**src/hw/lrsr_cfg.svh**
```systemverilog
`ifndef LRSR_CFG_SVH
`define LRSR_CFG_SVH

// ****************************************************************
// Storage geometry of one lookup-table element.
// ****************************************************************
`define LRSR_RAM_DEPTH 16
`define LRSR_SRL_DEPTH 32
`define LRSR_ADDR_W 5
`define LRSR_RAM_ADDR_W 4
`define LRSR_LANES 2

// ****************************************************************
// Lane positions inside the two-bit arrangement.
// ****************************************************************
`define LRSR_LANE_FIRST 0
`define LRSR_LANE_SECOND 1

`endif

```
**src/hw/lrsr_pkg.sv**
```systemverilog
package lrsr_pkg;

  // ****************************************************************
  // Operating modes of the element.
  // ****************************************************************
  typedef enum logic {
    LRSR_MODE_RAM,
    LRSR_MODE_SHIFT
  } lrsr_mode_t;

  // Control presented by the surrounding logic.
  typedef struct packed {
    lrsr_mode_t mode;         // RAM or shift register.
    logic       write_en;     // Write enable, or clock enable when shifting.
    logic       wide;         // Two-bit arrangement uses the second lane too.
    logic       cascade_sel;  // Route the cascade tap onto the d multiplexer when shifting.
    logic [4:0] addr;         // Location or stage select.
  } lrsr_ctrl_t;

  // Everything the element shows to the slice around it.
  typedef struct packed {
    logic [1:0] lookup;            // Addressable output per lane.
    logic       slice_mux_out_a;   // First-lane multiplexer output.
    logic       slice_mux_out_d;   // Second multiplexer, lookup or cascade.
    logic       cascade_tap_out;   // Last shift stage of the first lane.
    logic       carry_chain_out;   // Carry output propagating the first lane.
    logic       read_valid;        // Low while the addressable value is unknown.
  } lrsr_out_t;

endpackage

```
**src/hw/lrsr_lut_ram_shift.sv**
```systemverilog
`timescale 1ns/100ps
`default_nettype none
`include "lrsr_cfg.svh"

module lrsr_lut_ram_shift #(
  parameter int RAM_DEPTH = `LRSR_RAM_DEPTH,
  parameter int SRL_DEPTH = `LRSR_SRL_DEPTH,
  parameter int ADDR_W = `LRSR_ADDR_W
) (
  input wire logic clk_in,                    // Element clock, rising edge active.
  input wire logic srst_in,                   // Synchronous reset of the status only.
  input wire lrsr_pkg::lrsr_ctrl_t ctrl_in,   // Mode, enables and address.
  input wire logic bypass_data_in,            // First data bit.
  input wire logic secondary_data_in,         // Second data bit.
  output var lrsr_pkg::lrsr_out_t lut_out     // Lookup, multiplexer and tap outputs.
);

  // ****************************************************************
  // Elaboration checks.
  // ****************************************************************
  // The address must cover the chain exactly and the RAM must fit in it.
  if (SRL_DEPTH != (1 << ADDR_W) || RAM_DEPTH > SRL_DEPTH || ADDR_W != 5) begin : g_bad_cfg
    $error("lrsr_lut_ram_shift: unsupported depth or address width");
  end

  // ****************************************************************
  // Storage and helpers.
  // ****************************************************************
  logic [SRL_DEPTH-1:0] mem_reg [`LRSR_LANES];
  logic [SRL_DEPTH-1:0] mem_next [`LRSR_LANES];
  logic [ADDR_W-1:0] addr_prev_reg;
  logic [ADDR_W-1:0] addr_prev_next;
  logic valid_reg;
  logic valid_next;
  logic shift_edge;
  logic ram_edge;
  logic [`LRSR_LANES-1:0] lane_data;
  logic [`LRSR_LANES-1:0] lane_en;

  // Selects one location; RAM mode only looks at the low address bits.
  function automatic logic lane_read(input logic [SRL_DEPTH-1:0] vec,
                                     input logic [ADDR_W-1:0] addr,
                                     input lrsr_pkg::lrsr_mode_t mode);
    logic [ADDR_W-1:0] idx;
    idx = addr;
    if (mode == lrsr_pkg::LRSR_MODE_RAM) begin
      idx = {1'b0, addr[`LRSR_RAM_ADDR_W-1:0]};
    end
    return vec[idx];
  endfunction

  assign shift_edge = ctrl_in.mode == lrsr_pkg::LRSR_MODE_SHIFT && ctrl_in.write_en;
  assign ram_edge = ctrl_in.mode == lrsr_pkg::LRSR_MODE_RAM && ctrl_in.write_en;
  // First bit always arrives on the bypass input, the second on the secondary one.
  assign lane_data = {secondary_data_in, bypass_data_in};
  // The second lane only moves in the two-bit arrangement.
  assign lane_en = {ctrl_in.wide, 1'b1};

  // ****************************************************************
  // Storage lanes.
  // ****************************************************************
  for (genvar l = 0; l < `LRSR_LANES; l++) begin : g_lane
    // Next contents: a single-location write in RAM mode, a one-stage shift otherwise.
    always_comb begin
      mem_next[l] = mem_reg[l];
      if (lane_en[l]) begin
        if (ram_edge) begin
          mem_next[l][ctrl_in.addr[`LRSR_RAM_ADDR_W-1:0]] = lane_data[l];
        end else if (shift_edge) begin
          mem_next[l] = {mem_reg[l][SRL_DEPTH-2:0], lane_data[l]};
        end
      end
    end

    // Contents carry no reset, so a reset never disturbs stored data.
    always_ff @(posedge clk_in) begin
      mem_reg[l] <= mem_next[l];
    end
  end

  // ****************************************************************
  // Address stability tracking.
  // ****************************************************************
  // An address that moves across a shifting edge leaves the read undefined until the
  // next edge at which the address is seen steady.
  always_comb begin
    addr_prev_next = ctrl_in.addr;
    valid_next = valid_reg;
    if (shift_edge && ctrl_in.addr != addr_prev_reg) begin
      valid_next = 1'b0;
    end else if (ctrl_in.addr == addr_prev_reg) begin
      valid_next = 1'b1;
    end
  end

  always_ff @(posedge clk_in) begin
    if (srst_in) begin
      addr_prev_reg <= '0;
      valid_reg <= 1'b1;
    end else begin
      addr_prev_reg <= addr_prev_next;
      valid_reg <= valid_next;
    end
  end

  // ****************************************************************
  // Outputs.
  // ****************************************************************
  // Reads are a plain multiplexer on the stored bits, so a new address shows its
  // value within the same cycle; the price is a combinational path to the pins.
  always_comb begin
    lut_out.lookup[0] = lane_read(mem_reg[0], ctrl_in.addr, ctrl_in.mode);
    lut_out.lookup[1] = lane_read(mem_reg[1], ctrl_in.addr, ctrl_in.mode);
    lut_out.slice_mux_out_a = lut_out.lookup[0];
    lut_out.cascade_tap_out = mem_reg[0][SRL_DEPTH-1];
    lut_out.slice_mux_out_d = lut_out.lookup[1];
    if (ctrl_in.mode == lrsr_pkg::LRSR_MODE_SHIFT && ctrl_in.cascade_sel) begin
      lut_out.slice_mux_out_d = mem_reg[0][SRL_DEPTH-1];
    end
    lut_out.carry_chain_out = lut_out.lookup[0];
    lut_out.read_valid = valid_reg;
  end

  // ****************************************************************
  // Assertions.
  // ****************************************************************
  ram_write_a : assert property (
    @(posedge clk_in) disable iff (srst_in)
    ram_edge |=> mem_reg[0][$past(ctrl_in.addr[3:0])] == $past(bypass_data_in))
    else $error("RAM write did not store the first data bit");

  ram_readback_a : assert property (
    @(posedge clk_in) disable iff (srst_in)
    (ram_edge ##1 ($stable(ctrl_in.addr) && ctrl_in.mode == lrsr_pkg::LRSR_MODE_RAM))
    |-> lut_out.lookup[0] == $past(bypass_data_in))
    else $error("Lookup output does not show the written bit");

  mux_carry_a : assert property (
    @(posedge clk_in) disable iff (srst_in)
    (ram_edge ##1 ($stable(ctrl_in.addr) && ctrl_in.mode == lrsr_pkg::LRSR_MODE_RAM))
    |-> lut_out.slice_mux_out_a == $past(bypass_data_in)
        && lut_out.carry_chain_out == $past(bypass_data_in))
    else $error("Multiplexer or carry output missed the written bit");

  hold_contents_a : assert property (
    @(posedge clk_in) disable iff (srst_in)
    !ctrl_in.write_en |=> mem_reg[0] === $past(mem_reg[0]) && mem_reg[1] === $past(mem_reg[1]))
    else $error("Contents changed without write enable");

  shift_step_a : assert property (
    @(posedge clk_in) disable iff (srst_in)
    shift_edge |=> mem_reg[0][SRL_DEPTH-1:1] === $past(mem_reg[0][SRL_DEPTH-2:0]))
    else $error("Shift did not move one stage");

  shift_in_a : assert property (
    @(posedge clk_in) disable iff (srst_in)
    (shift_edge && ctrl_in.addr == 5'h00 ##1 ctrl_in.addr == 5'h00
     && ctrl_in.mode == lrsr_pkg::LRSR_MODE_SHIFT)
    |-> lut_out.lookup[0] == $past(bypass_data_in))
    else $error("Shifted bit not on the addressable output");

  cascade_tap_a : assert property (
    @(posedge clk_in) disable iff (srst_in)
    shift_edge |=> lut_out.cascade_tap_out === $past(mem_reg[0][SRL_DEPTH-2]))
    else $error("Cascade tap is not the last stage");

  second_lane_a : assert property (
    @(posedge clk_in) disable iff (srst_in)
    (shift_edge && ctrl_in.wide) |=> mem_reg[1][0] == $past(secondary_data_in))
    else $error("Second lane did not shift with the first");

  narrow_lane_a : assert property (
    @(posedge clk_in) disable iff (srst_in)
    !ctrl_in.wide |=> mem_reg[1] === $past(mem_reg[1]))
    else $error("Second lane changed outside the two-bit arrangement");

  addr_unknown_a : assert property (
    @(posedge clk_in) disable iff (srst_in)
    (shift_edge && ctrl_in.addr != addr_prev_reg) |=> !lut_out.read_valid)
    else $error("Moving address during a shift not flagged");

  // Contents start unknown, so the checks below compare stored bits by case equality, except the one-location count and bits just written or shifted in.
  // A RAM write must leave the upper half of the chain alone.
  ram_upper_a : assert property (
    @(posedge clk_in) disable iff (srst_in)
    ram_edge |=> mem_reg[0][SRL_DEPTH-1:RAM_DEPTH] === $past(mem_reg[0][SRL_DEPTH-1:RAM_DEPTH]))
    else $error("RAM write touched a location above the RAM depth");

  // The second data bit lands in the second lane at the same location.
  ram_second_lane_a : assert property (
    @(posedge clk_in) disable iff (srst_in)
    (ram_edge && ctrl_in.wide) |=> mem_reg[1][$past(ctrl_in.addr[3:0])] == $past(secondary_data_in))
    else $error("Second RAM lane missed its data bit");

  // At most one location may change on a RAM write.
  ram_one_loc_a : assert property (
    @(posedge clk_in) disable iff (srst_in)
    ram_edge |=> $countones(mem_reg[0] ^ $past(mem_reg[0])) <= 1)
    else $error("RAM write changed more than one location");

  // RAM reads follow the applied address with no clock in between.
  ram_read_a : assert property (
    @(posedge clk_in) disable iff (srst_in)
    ctrl_in.mode == lrsr_pkg::LRSR_MODE_RAM |-> lut_out.lookup[0] === mem_reg[0][ctrl_in.addr[3:0]])
    else $error("RAM read does not show the addressed location");

  // Shift reads pick the stage named by the full address in both lanes.
  shift_read_a : assert property (
    @(posedge clk_in) disable iff (srst_in)
    ctrl_in.mode == lrsr_pkg::LRSR_MODE_SHIFT
    |-> lut_out.lookup[0] === mem_reg[0][ctrl_in.addr] && lut_out.lookup[1] === mem_reg[1][ctrl_in.addr])
    else $error("Shift read does not show the addressed stage");

  // With the cascade selected in shift mode the d multiplexer carries the last stage.
  mux_d_tap_a : assert property (
    @(posedge clk_in) disable iff (srst_in)
    (ctrl_in.mode == lrsr_pkg::LRSR_MODE_SHIFT && ctrl_in.cascade_sel)
    |-> lut_out.slice_mux_out_d === mem_reg[0][SRL_DEPTH-1])
    else $error("Cascade tap not routed to the d multiplexer");

  // Otherwise the d multiplexer carries the second lane's lookup.
  mux_d_lookup_a : assert property (
    @(posedge clk_in) disable iff (srst_in)
    !(ctrl_in.mode == lrsr_pkg::LRSR_MODE_SHIFT && ctrl_in.cascade_sel)
    |-> lut_out.slice_mux_out_d === lut_out.lookup[1])
    else $error("The d multiplexer does not follow the second lookup");

  // A bit shifted in at stage zero also shows on the a multiplexer.
  shift_mux_a : assert property (
    @(posedge clk_in) disable iff (srst_in)
    (shift_edge && ctrl_in.addr == 5'h00 ##1 ctrl_in.addr == 5'h00
     && ctrl_in.mode == lrsr_pkg::LRSR_MODE_SHIFT)
    |-> lut_out.slice_mux_out_a == $past(bypass_data_in))
    else $error("Shifted bit not on the a multiplexer");

  // The carry output passes the first lane's lookup through.
  carry_follow_a : assert property (
    @(posedge clk_in) disable iff (srst_in)
    1'b1 |-> lut_out.carry_chain_out === lut_out.lookup[0])
    else $error("Carry output does not follow the first lookup");

  // The cascade tap is the last stage whatever the mode.
  tap_route_a : assert property (
    @(posedge clk_in) disable iff (srst_in)
    1'b1 |-> lut_out.cascade_tap_out === mem_reg[0][SRL_DEPTH-1])
    else $error("Cascade tap is not wired to the last stage");

  // A steady address clears the unknown flag at the next edge.
  valid_recover_a : assert property (
    @(posedge clk_in) disable iff (srst_in)
    (!shift_edge && ctrl_in.addr == addr_prev_reg) |=> lut_out.read_valid)
    else $error("Read flag did not recover on a steady address");

  // An address move without a shift leaves the flag as it was.
  valid_hold_a : assert property (
    @(posedge clk_in) disable iff (srst_in)
    (!shift_edge && ctrl_in.addr != addr_prev_reg) |=> lut_out.read_valid == $past(lut_out.read_valid))
    else $error("Read flag changed without a shift");

  // The second lane moves one stage per edge in the two-bit arrangement.
  lane_two_step_a : assert property (
    @(posedge clk_in) disable iff (srst_in)
    (shift_edge && ctrl_in.wide) |=> mem_reg[1][SRL_DEPTH-1:1] === $past(mem_reg[1][SRL_DEPTH-2:0]))
    else $error("Second lane did not move one stage");

  // The new bit enters the first lane at stage zero.
  shift_entry_a : assert property (
    @(posedge clk_in) disable iff (srst_in)
    shift_edge |=> mem_reg[0][0] == $past(bypass_data_in))
    else $error("Shifted bit did not enter stage zero");

  // A RAM write outside the two-bit arrangement keeps the second lane.
  ram_lane_keep_a : assert property (
    @(posedge clk_in) disable iff (srst_in)
    (ram_edge && !ctrl_in.wide) |=> mem_reg[1] === $past(mem_reg[1]))
    else $error("Single-bit RAM write touched the second lane");

  // Reset must not touch contents, so this one stays live during reset.
  reset_keep_a : assert property (
    @(posedge clk_in)
    (srst_in && !ctrl_in.write_en) |=> mem_reg[0] === $past(mem_reg[0]) && mem_reg[1] === $past(mem_reg[1]))
    else $error("Reset disturbed stored contents");

  // Reset marks the addressable output as valid.
  valid_reset_a : assert property (
    @(posedge clk_in)
    srst_in |=> lut_out.read_valid)
    else $error("Read flag not set by reset");

endmodule // lrsr_lut_ram_shift

`default_nettype wire

```
**config.mk**
```make
export PLATFORM = sky130hd
export DESIGN_NAME = lrsr_lut_ram_shift
export DESIGN_NICKNAME = d
export VERILOG_FILES = /design/src/hw/lrsr_pkg.sv /design/src/hw/lrsr_lut_ram_shift.sv
export VERILOG_INCLUDE_DIRS = /design/src /design/src/hw
export SDC_FILE = /design/constraint.sdc
export NUM_CORES = 1
export LEC_CHECK = 0
export ABC_AREA = 1
export BUFFER_PORTS_ARGS = -buffer_cell sky130_fd_sc_hd__buf_2
export CAP_MARGIN = 15
export CORE_MARGIN = 1
export CORE_UTILIZATION = 60
export CTS_CLUSTER_DIAMETER = 120
export DETAILED_ROUTE_END_ITERATION = 8
export GPL_TIMING_DRIVEN = 0
export PLACE_DENSITY = 0.78
export SYNTH_ARGS = -nofsm -noshare
export SYNTH_HDL_FRONTEND = slang
export SYNTH_SLANG_ARGS = --single-unit
```
**constraint.sdc**
```tcl
create_clock -name clk_in -period 2.15 [get_ports clk_in]
set_input_delay 0.1075 -clock clk_in [delete_from_list [all_inputs] [get_ports clk_in]]
set_output_delay 0.1075 -clock clk_in [all_outputs]
set_load 0.02 [all_outputs]
```
==> results of run 1 <==
==> power groups by stage <==
stage / Sequential [µW] / Clock (µW) / Combinational [µW]
3_3_place_gp: 1600 / 0 / 367
5_1_grt: 1580 / 1330 / 429
2_1_floorplan: 1590 / 0 / 260
6_report: 1570 / 1300 / 393
3_5_place_dp: 1600 / 0 / 378
4_1_cts: 1570 / 1290 / 383
==> metrics by stage <==
stage | util, % | total power (µW) | setup TNS (ns) | hold WS (ns) | cells
finish | 70.10 | 3268 | 0 | -0.0001890 | 581
global route | 70.10 | 3338 | 0 | 0.01894 | 581
CTS | 70.10 | 3247 | 0 | 0.003970 | 581
detailed placement | 65.95 | 1979 | -1.582 | 0.3580 | 564
global placement | 65.76 | 1965 | -1.150 | 0.3536 | 563
floorplan | - | 1853 | 0 | 0.1799 | 470
==> critical path: stages <==
cell and delay [ns]:
buf_2 0.14, buf_4 0.18, nor2_1 0.50, a21oi_1 0.15, nand2_1 0.10, nand2_1 0.05, nand3_1 0.13, nor2_1 0.06
nor2_1 0.25, buf_4 0.16, buf_2 0.15
==> synth_stat cells, drive strengths merged <==
library cell	count
nor2	113
nand2	111
edfxtp	64
inv	59
o21ai	53
o22ai	15
clkbuf	13
buf	12
a21oi	10
dfxtp	6
nand3	6
a22oi	5
a211oi	1
a221oi	1
and2	1
==> final cells by class <==
type / instances / share of cell area [%]
Clock inverter: 6 / 2.637
Inverter: 59 / 5.304
Tap cell: 75 / 2.248
Sequential cell: 70 / 48.91
Multi-Input combinational cell: 316 / 32.15
Clock buffer: 10 / 3.057
Timing Repair Buffer: 20 / 2.667
Buffer: 25 / 3.027
==> layer usage <==
metal | vias up | GRT usage (%)
met5 | - | 0
met4 | 0 | 18.57
met3 | 37 | 5.506
met2 | 203 | 51.01
met1 | 1547 | 41.56
li1 | 1576 | -
==> final timing paths <==
| path | start | depth (start not counted) | endpoint | slack [ns] |
|---|---|---|---|---|
| worst max-delay path | ctrl_in[0] | 11 | lut_out[4] | 0.06 |
| worst min-delay path | ctrl_in[4] | 3 | addr_prev_reg[4] | -0.0002 |
| worst max register to register | mem_reg[0][39] | 2 | mem_reg[0][40] | 1.19 |
| worst min register to register | valid_reg | 2 | valid_reg | 0.48 |
==> cell families (layout without fill, tap and decap cells) <==
family,count (synthesis),in the layout,synth area share [%]
AO/OA/AOI/OAI,85,85,12.40
buffers and inverters,84,120,9.320
flip-flops,70,70,54.71
AND/OR/NAND/NOR,231,231,23.57
==> repair_timing <==
action,in CTS,in global routing
gates resized for setup,0,0
hold buffers,1,0
hold endpoints to repair,5,0
buffers inserted,0,0
==> flow_summary_export.csv, run 1 <==
group,metric,value,unit
layout,final_cell_area,4175,µm²
worst_setup_path,path_max_fanout,10,
global_routing,grt_pass1_vias,3139,
timing,finalWorstSetupSlack,0.06230,ns
timing,hold_viol,1,
timing,holdWs,-0.0001890,ns
logic_synthesis,synth_area_leaders,"edfxtp_1 51%, nor2_1 11%, nand2_1 11%",
timing,setup_viol,0,
logic_synthesis,synthCells,470,
place,port_buffers,18,
power,power.density,782.6,nW/µm²
route,wl_met1,4.061,mm
floorplan,io_pins,20,
route,drc,0,
power,netSwitchingFraction,25.43,%
run_status,violations,"hold timing",
route,num_vias,3363,
route,initialDrtViolationCount,482,
timing,timing.final.crit_share,97.10,%
logic_synthesis,syn_nets,483,
layout,n_antenna_cell,0,
cts,cts_tree,"built",
place,dpl_cell_area,3928,µm²
logic_synthesis,yosys_warnings,0,
global_routing,grt_usage,32.17,%
floorplan,die-area,6540,µm²
cts,worstSkewPairLatency,0.37,ns
flow_run,maxCapViolations,0,
global_routing,grt_max_degree,17,
global_routing,antenna_found_initial,0,
floorplan,initial_utilization,62.67,%
route,dr.max_layer_used,"met4",
global_routing,grt_pass1_wl,15.09,mm
cts,max-clock-path-buffers,2,
timing,relSlewSlack,58.33,%
worst_setup_path,critPathRequiredTime,2.04,ns
route,route.met3.wl,987,µm
layout,final_common_cell,"nor2_1",
power,leakage,0.001859,µW
power,irDropWorstVdd,545.8,µV
power,seqPwrFrac,48.1,%
logic_synthesis,syn_area_per_cell,7.941,µm²
layout,register_area,2042,µm²
layout,most-common-layout-cells,"112 x nor2_1, 111 x nand2_1, 64 x edfxtp_1",
floorplan,fp.dieH,80.87,µm
logic_synthesis,synth_area,3732,µm²
layout,nFillCells,483,
worst_setup_path,cp-start-kind,"primary input",
worst_setup_path,path_class,"primary input to primary output",
min_path,hold_class,"primary input to flip-flop",
global_routing,overflow,0,
layout,multiInputGateArea,1343,µm²
route,wl_per_cell,17.04,µm
power,clkPwrFrac,39.9,%
worst_setup_path,cp-end-kind,"primary output",
timing,fin_crit,2.088,ns
logic_synthesis,yosys.area.top_type_share,51.49,%
power,p_sw,831.1,µW
place,post-dp-hpwl,6.585,mm
cts,cts_buffers,9,
layout,largest_register_ffs,64,
power,p_int,2437,µW
cts,htreeDepth,3,
route,drtPass1Iterations,5,
logic_synthesis,ys_types,18,
run_status,status,"complete, but fails checks",
cts,clk_pin_slew,0.08,ns
timing,worst_slew_pin_slew,0.6228,ns
floorplan,die_x,80.87,µm
layout,drive_above_1_share,9.684,%
timing,worst_clock_skew,0.007705,ns
place,globalplace.congestion,0.9105,
cts,cts-root-buf,"clkbuf_8",
route,routed_wl,9.903,mm
place,place_ws,-0.09923,ns
cts,numClockSinks,70,
power,comb_power_share,12.0,%
worst_setup_path,critPathArrivalTime,1.98,ns
layout,area_delta_synth_final,11.87,%
logic_synthesis,synth-seq-cells,70,
floorplan,core_area,5956,µm²
layout,nets,514,
logic_synthesis,seq_area_frac_synth,54.71,%
floorplan,fp-row-count,28,
timing,timing.fmax,0.4790,GHz
route,via_per_inst,5.788,
timing,grt_setup_unrepaired,"false",
logic_synthesis,synth_top_area_cell,"edfxtp_1",
route,dr_wl_met2,4.506,mm
route,drtAntennaViolNets,0,
timing,final-max-slew-violation-count,0,
Note: power is estimated with default switching activity, not from simulation.
==> run 2, diff against run 1 <==
- ABC_AREA: 1 -> default
- PLACE_DENSITY: 0.78 -> 0.79
==> flow_summary_export.csv, run 2 <==
group,metric,value,unit
run_status,status,"complete, but fails checks",
run_status,violations,"setup timing",
logic_synthesis,syn_nets,329,
timing,fin_crit,2.155,ns
layout,largest_register_ffs,64,
cts,worstSkewPairLatency,0.35,ns
timing,final-max-slew-violation-count,0,
layout,final_common_cell,"edfxtp_1",
logic_synthesis,synthCells,316,
logic_synthesis,synth_area_leaders,"edfxtp_1 53%, and2_1 8.6%, o21ai_0 6.2%",
worst_setup_path,cp-start-kind,"flip-flop",
global_routing,overflow,0,
timing,worst_slew_pin_slew,0.7023,ns
worst_setup_path,critPathArrivalTime,2.05,ns
floorplan,fp-row-count,28,
logic_synthesis,synth_top_area_cell,"edfxtp_1",
route,via_per_inst,6.094,
logic_synthesis,seq_area_frac_synth,56.06,%
route,wl_per_cell,19.35,µm
worst_setup_path,path_class,"flip-flop to primary output",
timing,timing.final.crit_share,100.2,%
route,initialDrtViolationCount,459,
place,globalplace.congestion,0.9803,
logic_synthesis,synth_common_cells,"64 x edfxtp_1, 50 x and2_1, 48 x nand2_1",
worst_setup_path,path_max_fanout,2,
timing,timing.fmax,0.4641,GHz
global_routing,antenna_found_initial,0,
min_path,hold_class,"primary input to flip-flop",
timing,worst_clock_skew,0.006880,ns
worst_setup_path,cp-end-kind,"primary output",
timing,hold_viol,0,
cts,cts-root-buf,"clkbuf_8",
floorplan,die_x,79.91,µm
logic_synthesis,synth_ff_type,"edfxtp_1",
timing,fin_setup_tns,-0.007658,ns
cts,cts_tree,"built",
route,drc,0,
layout,most-common-layout-cells,"64 x edfxtp_1, 50 x and2_1, 48 x nand2_1",
flow_run,maxCapViolations,0,
power,irDropWorstVdd,393.0,µV
logic_synthesis,synth_edf_count,64,
timing,relSlewSlack,53.18,%
logic_synthesis,yosys.area.top_type_share,52.77,%
layout,area_delta_synth_final,12.61,%
logic_synthesis,ys_types,35,
route,drtAntennaViolNets,0,
layout,drive_above_1_share,18.52,%
floorplan,die-area,6386,µm²
route,num_vias,2596,
layout,nets,359,
worst_setup_path,crit_slowest_cell,"mux4_2",
global_routing,grt_pass1_vias,2566,
cts,cts_buffers,9,
cts,numClockSinks,70,
layout,final_cells,426,
worst_setup_path,crit_chain,"mux4_2, mux2i_2, nor2_1, nand4b_1, a31o_1, buf_6",
route,drtPass1Iterations,5,
logic_synthesis,synth-seq-cells,70,
power,power.density,760.0,nW/µm²
floorplan,io_pins,20,
global_routing,grt_max_degree,17,
cts,clk_pin_slew,0.08,ns
cts,htreeDepth,3,
logic_synthesis,yosys_warnings,0,
worst_setup_path,critPathRequiredTime,2.04,ns
timing,setup_viol,2,
floorplan,initial_utilization,61.88,%
global_routing,grt_usage,28.39,%
place,post-dp-hpwl,5.866,mm
logic_synthesis,synth_area,3642,µm²
logic_synthesis,yosysMostFrequentCell,"edfxtp_1",
layout,utilization,69.69,%
logic_synthesis,syn_area_per_cell,11.53,µm²
timing,grt_setup_unrepaired,"true",
floorplan,core_area,5886,µm²
worst_setup_path,crit_path_max_incr_delay,0.49,ns
place,port_buffers,14,
layout,n_antenna_cell,0,
cts,max-clock-path-buffers,2,
logic_synthesis,ys_async_sr_fraction,0,%
global_routing,grt_pass1_wl,12.93,mm
route,routed_wl,8.245,mm
place,dp_cells,405,
floorplan,fp.dieH,79.91,µm
power,leakage,0.001503,µW
timing,finalWorstSetupSlack,-0.004748,ns
[run 2: changes by cell type in the layout (fill, tap and decap cells not counted), sizes merged, moves of 5 or more]
cell / before / now
and2: 1 / 50
nand2b: 0 / 5
nor2b: 0 / 12
nor2: 113 / 4
inv: 59 / 1
mux2: 0 / 5
nand2: 111 / 48
o21ai: 53 / 45
a21oi: 10 / 2
mux4: 0 / 10
mux2i: 0 / 12
o22ai: 15 / 1
[run 2: area by class of cell]
type	instances	area, µm²
Buffer	24	138.9
Clock buffer	9	123.9
Clock inverter	7	88.84
Fill cell	443	1784
Inverter	1	3.754
Multi-Input combinational cell	221	1481
Sequential cell	70	2042
Tap cell	75	93.84
Timing Repair Buffer	19	128.9
[run 2: metrics by stage]
stage               hold slack [ns]  power, µW  cell area [µm²]  worst slack (ns)
floorplan                    0.1791       1859             3642            0.2784
global placement             0.3526       1955             3806            0.2498
detailed placement           0.3560       1965             3806            0.2241
CTS                         0.03696       3104             4078          -0.03414
global route                0.04632       3219             4101           -0.1019
finish                      0.03949       3117             4101         -0.004748
[run 2: repair_timing]
item | in CTS | in global routing
setup buffers | 4 | 0
hold buffers | 1 | 0
gates cloned | 0 | 0
resized for setup | 6 | 6
endpoints found under the hold margin | 5 | 0
setup endpoints to repair | 5 | 4
[run 2: cells by family (layout without fill, tap and decap cells)]
kind of cell / count (synthesis) / after routing / share of synthesized area [%]
XOR/XNOR: 5 / 5 / 1.203
multiplexers: 27 / 27 / 11.23
flip-flops: 70 / 70 / 56.06
AND/OR/NAND/NOR: 131 / 131 / 18.79
AO/OA/AOI/OAI: 58 / 58 / 8.795
buffers and inverters: 25 / 60 / 3.916
[run 2: power by group]
part,internal [µW],total (µW),switching (µW)
Combinational,170,394,224
Sequential,1550,1580,28.3
Clock,644,1140,498
Total,2370,3120,750
[run 2: metal layers]
layer / global-route usage [%] / vias to the layer above / part of all wire [%]
met5: 0 / - / 0
met4: 16.07 / 0 / 2.8
li1: - / 1196 / -
met3: 7.086 / 26 / 8.8
met2: 44.70 / 158 / 47
met1: 35.70 / 1216 / 41
[run 2: final timing paths]
check / start / end / slack (ns) / depth (start not counted)
hold reg to reg: valid_reg / valid_reg / 0.50 / 2
hold / removal: ctrl_in[4] / addr_prev_reg[4] / 0.04 / 2
setup reg to reg: mem_reg[0][57] / mem_reg[0][58] / 1.22 / 2
setup / recovery: mem_reg[0][57] / lut_out[3] / -0.005 / 6
[run 2: critical path, delay by kind of cell, from the launching register on]
family	cells	cell delay [ns]
buffers and inverters	1	0.13
and+or+nand+nor	2	0.24
DFF	1	0.41
muxes	2	0.69
AOI/OAI and AO/OA	1	0.24
==> run 3, diff against run 2 <==
- HOLD_SLACK_MARGIN: default -> 0.08
- clock period: 2.15 -> 2.51 ns (I/O delays scaled with it)
==> flow_summary_export.csv, run 3 (synthesis results as in run 2) <==
group,metric,value,unit
worst_setup_path,crit_slowest_cell,"mux4_1",
timing,final-max-slew-violation-count,0,
min_path,hold_class,"primary input to flip-flop",
layout,nets,356,
floorplan,initial_utilization,61.88,%
flow_run,maxCapViolations,0,
global_routing,grt_pass1_wl,12.86,mm
place,port_buffers,14,
power,leakage,0.001478,µW
timing,holdWs,0.1314,ns
cts,max-clock-path-buffers,2,
floorplan,io_pins,20,
cts,cts_buffers,9,
timing,worst_clock_skew,0.005862,ns
layout,utilization,68.62,%
worst_setup_path,critPathArrivalTime,2.18,ns
timing,grt_setup_unrepaired,"false",
power,power,2648,µW
worst_setup_path,path_max_fanout,3,
global_routing,overflow,0,
cts,post_cts_buffers,0,
cts,cts.repair.resized,0,
power,p_sw,635.7,µW
power,irDropWorstVdd,334.3,µV
layout,register_area,2042,µm²
cts,cts-root-buf,"clkbuf_8",
timing,fin_setup_tns,0,ns
floorplan,fp.dieH,79.91,µm
route,via_per_inst,6.191,
global_routing,antenna_found_initial,0,
layout,multiInputGateArea,1458,µm²
power,seqPwrFrac,51.1,%
layout,most-common-layout-cells,"64 x edfxtp_1, 50 x and2_1, 48 x nand2_1",
timing,relSlewSlack,53.02,%
run_status,status,"finished clean",
timing,fin_crit,2.309,ns
layout,final_common_cell,"edfxtp_1",
global_routing,grt_usage,28.29,%
route,initialDrtViolationCount,359,
layout,area_delta_synth_final,10.89,%
worst_setup_path,path_class,"flip-flop to primary output",
floorplan,core_area,5886,µm²
cts,hold_buffers,2,
floorplan,die-area,6386,µm²
timing,setup_viol,0,
route,drtAntennaViolNets,0,
layout,largest_register_ffs,64,
worst_setup_path,cp-end-kind,"primary output",
layout,n_antenna_cell,0,
cts,clk_pin_slew,0.08,ns
worst_setup_path,crit_path_max_incr_delay,0.53,ns
place,post-dp-hpwl,5.866,mm
cts,cts_tree,"built",
power,p_int,2012,µW
timing,timing.fmax,0.4331,GHz
timing,hold_viol,0,
power,comb_power_share,11.8,%
floorplan,fp-row-count,28,
worst_setup_path,critPathTopFamily,"multiplexers",
cts,numClockSinks,70,
global_routing,grt_pass1_vias,2560,
place,globalplace.congestion,0.9803,
worst_setup_path,crit_chain,"mux4_1, mux2_2, o22ai_1, a221oi_1, buf_4, buf_2",
timing,worst_slew_pin_slew,0.7047,ns
power,netSwitchingFraction,24.01,%
route,drtPass1Iterations,7,
floorplan,die_x,79.91,µm
worst_setup_path,cp-start-kind,"flip-flop",
route,num_vias,2619,
timing,timing.final.crit_share,91.99,%
power,power.density,655.6,nW/µm²
layout,drive_above_1_share,16.38,%
worst_setup_path,critPathRequiredTime,2.38,ns
route,drc,0,
route,wl_per_cell,19.31,µm
layout,nFillCells,449,
worst_setup_path,path_buf_inv,2,
cts,htreeDepth,3,
route,routed_wl,8.169,mm
cts,worstSkewPairLatency,0.35,ns
global_routing,grt_max_degree,17,
power,clkPwrFrac,37.1,%
run 3: final cells by class:
cell class / count / share of cell area, %
flip-flops and latches: 70 / 50.56
multi-input cells: 221 / 36.09
plain buffers: 24 / 3.439
clock buffers: 9 / 3.067
well taps: 75 / 2.323
repair buffers: 16 / 2.230
clock inverters: 7 / 2.200
inverters: 1 / 0.09294
run 3: through the flow:
stage	cells	worst slack [ns]	cell area (µm²)
2_1_floorplan	316	0.6024	3642
3_3_place_gp	405	0.5738	3806
3_5_place_dp	405	0.5661	3806
4_1_cts	423	0.1754	4039
5_1_grt	423	0.1482	4039
6_report	423	0.2012	4039
run 3: per-layer routing:
metal  vias up  global-route usage [%]  routed length [µm]
met3        40                   6.743                 777
met1      1218                   35.62                3261
met2       171                   45.30                3816
met5         -                       0                   0
met4         0                   14.82                 314
li1       1190                       -                   -
run 3: path summary, 6_finish.rpt:
path	start	end	slack (ns)	depth (start not counted)
worst min-delay path	secondary_data_in	mem_reg[0][32]	0.13	2
worst min register to register	valid_reg	valid_reg	0.49	2
worst max register to register	mem_reg[0][0]	mem_reg[0][1]	1.63	2
worst max-delay path	mem_reg[0][31]	lut_out[5]	0.20	6
run 3: power groups by stage:
stage                     clock, µW  sequential, µW  combinational, µW
after floorplan                   0            1370                225
after global placement            0            1380                297
after detailed placement          0            1380                304
after CTS                       986            1350                309
after global routing           1040            1360                339
final                           981            1350                313
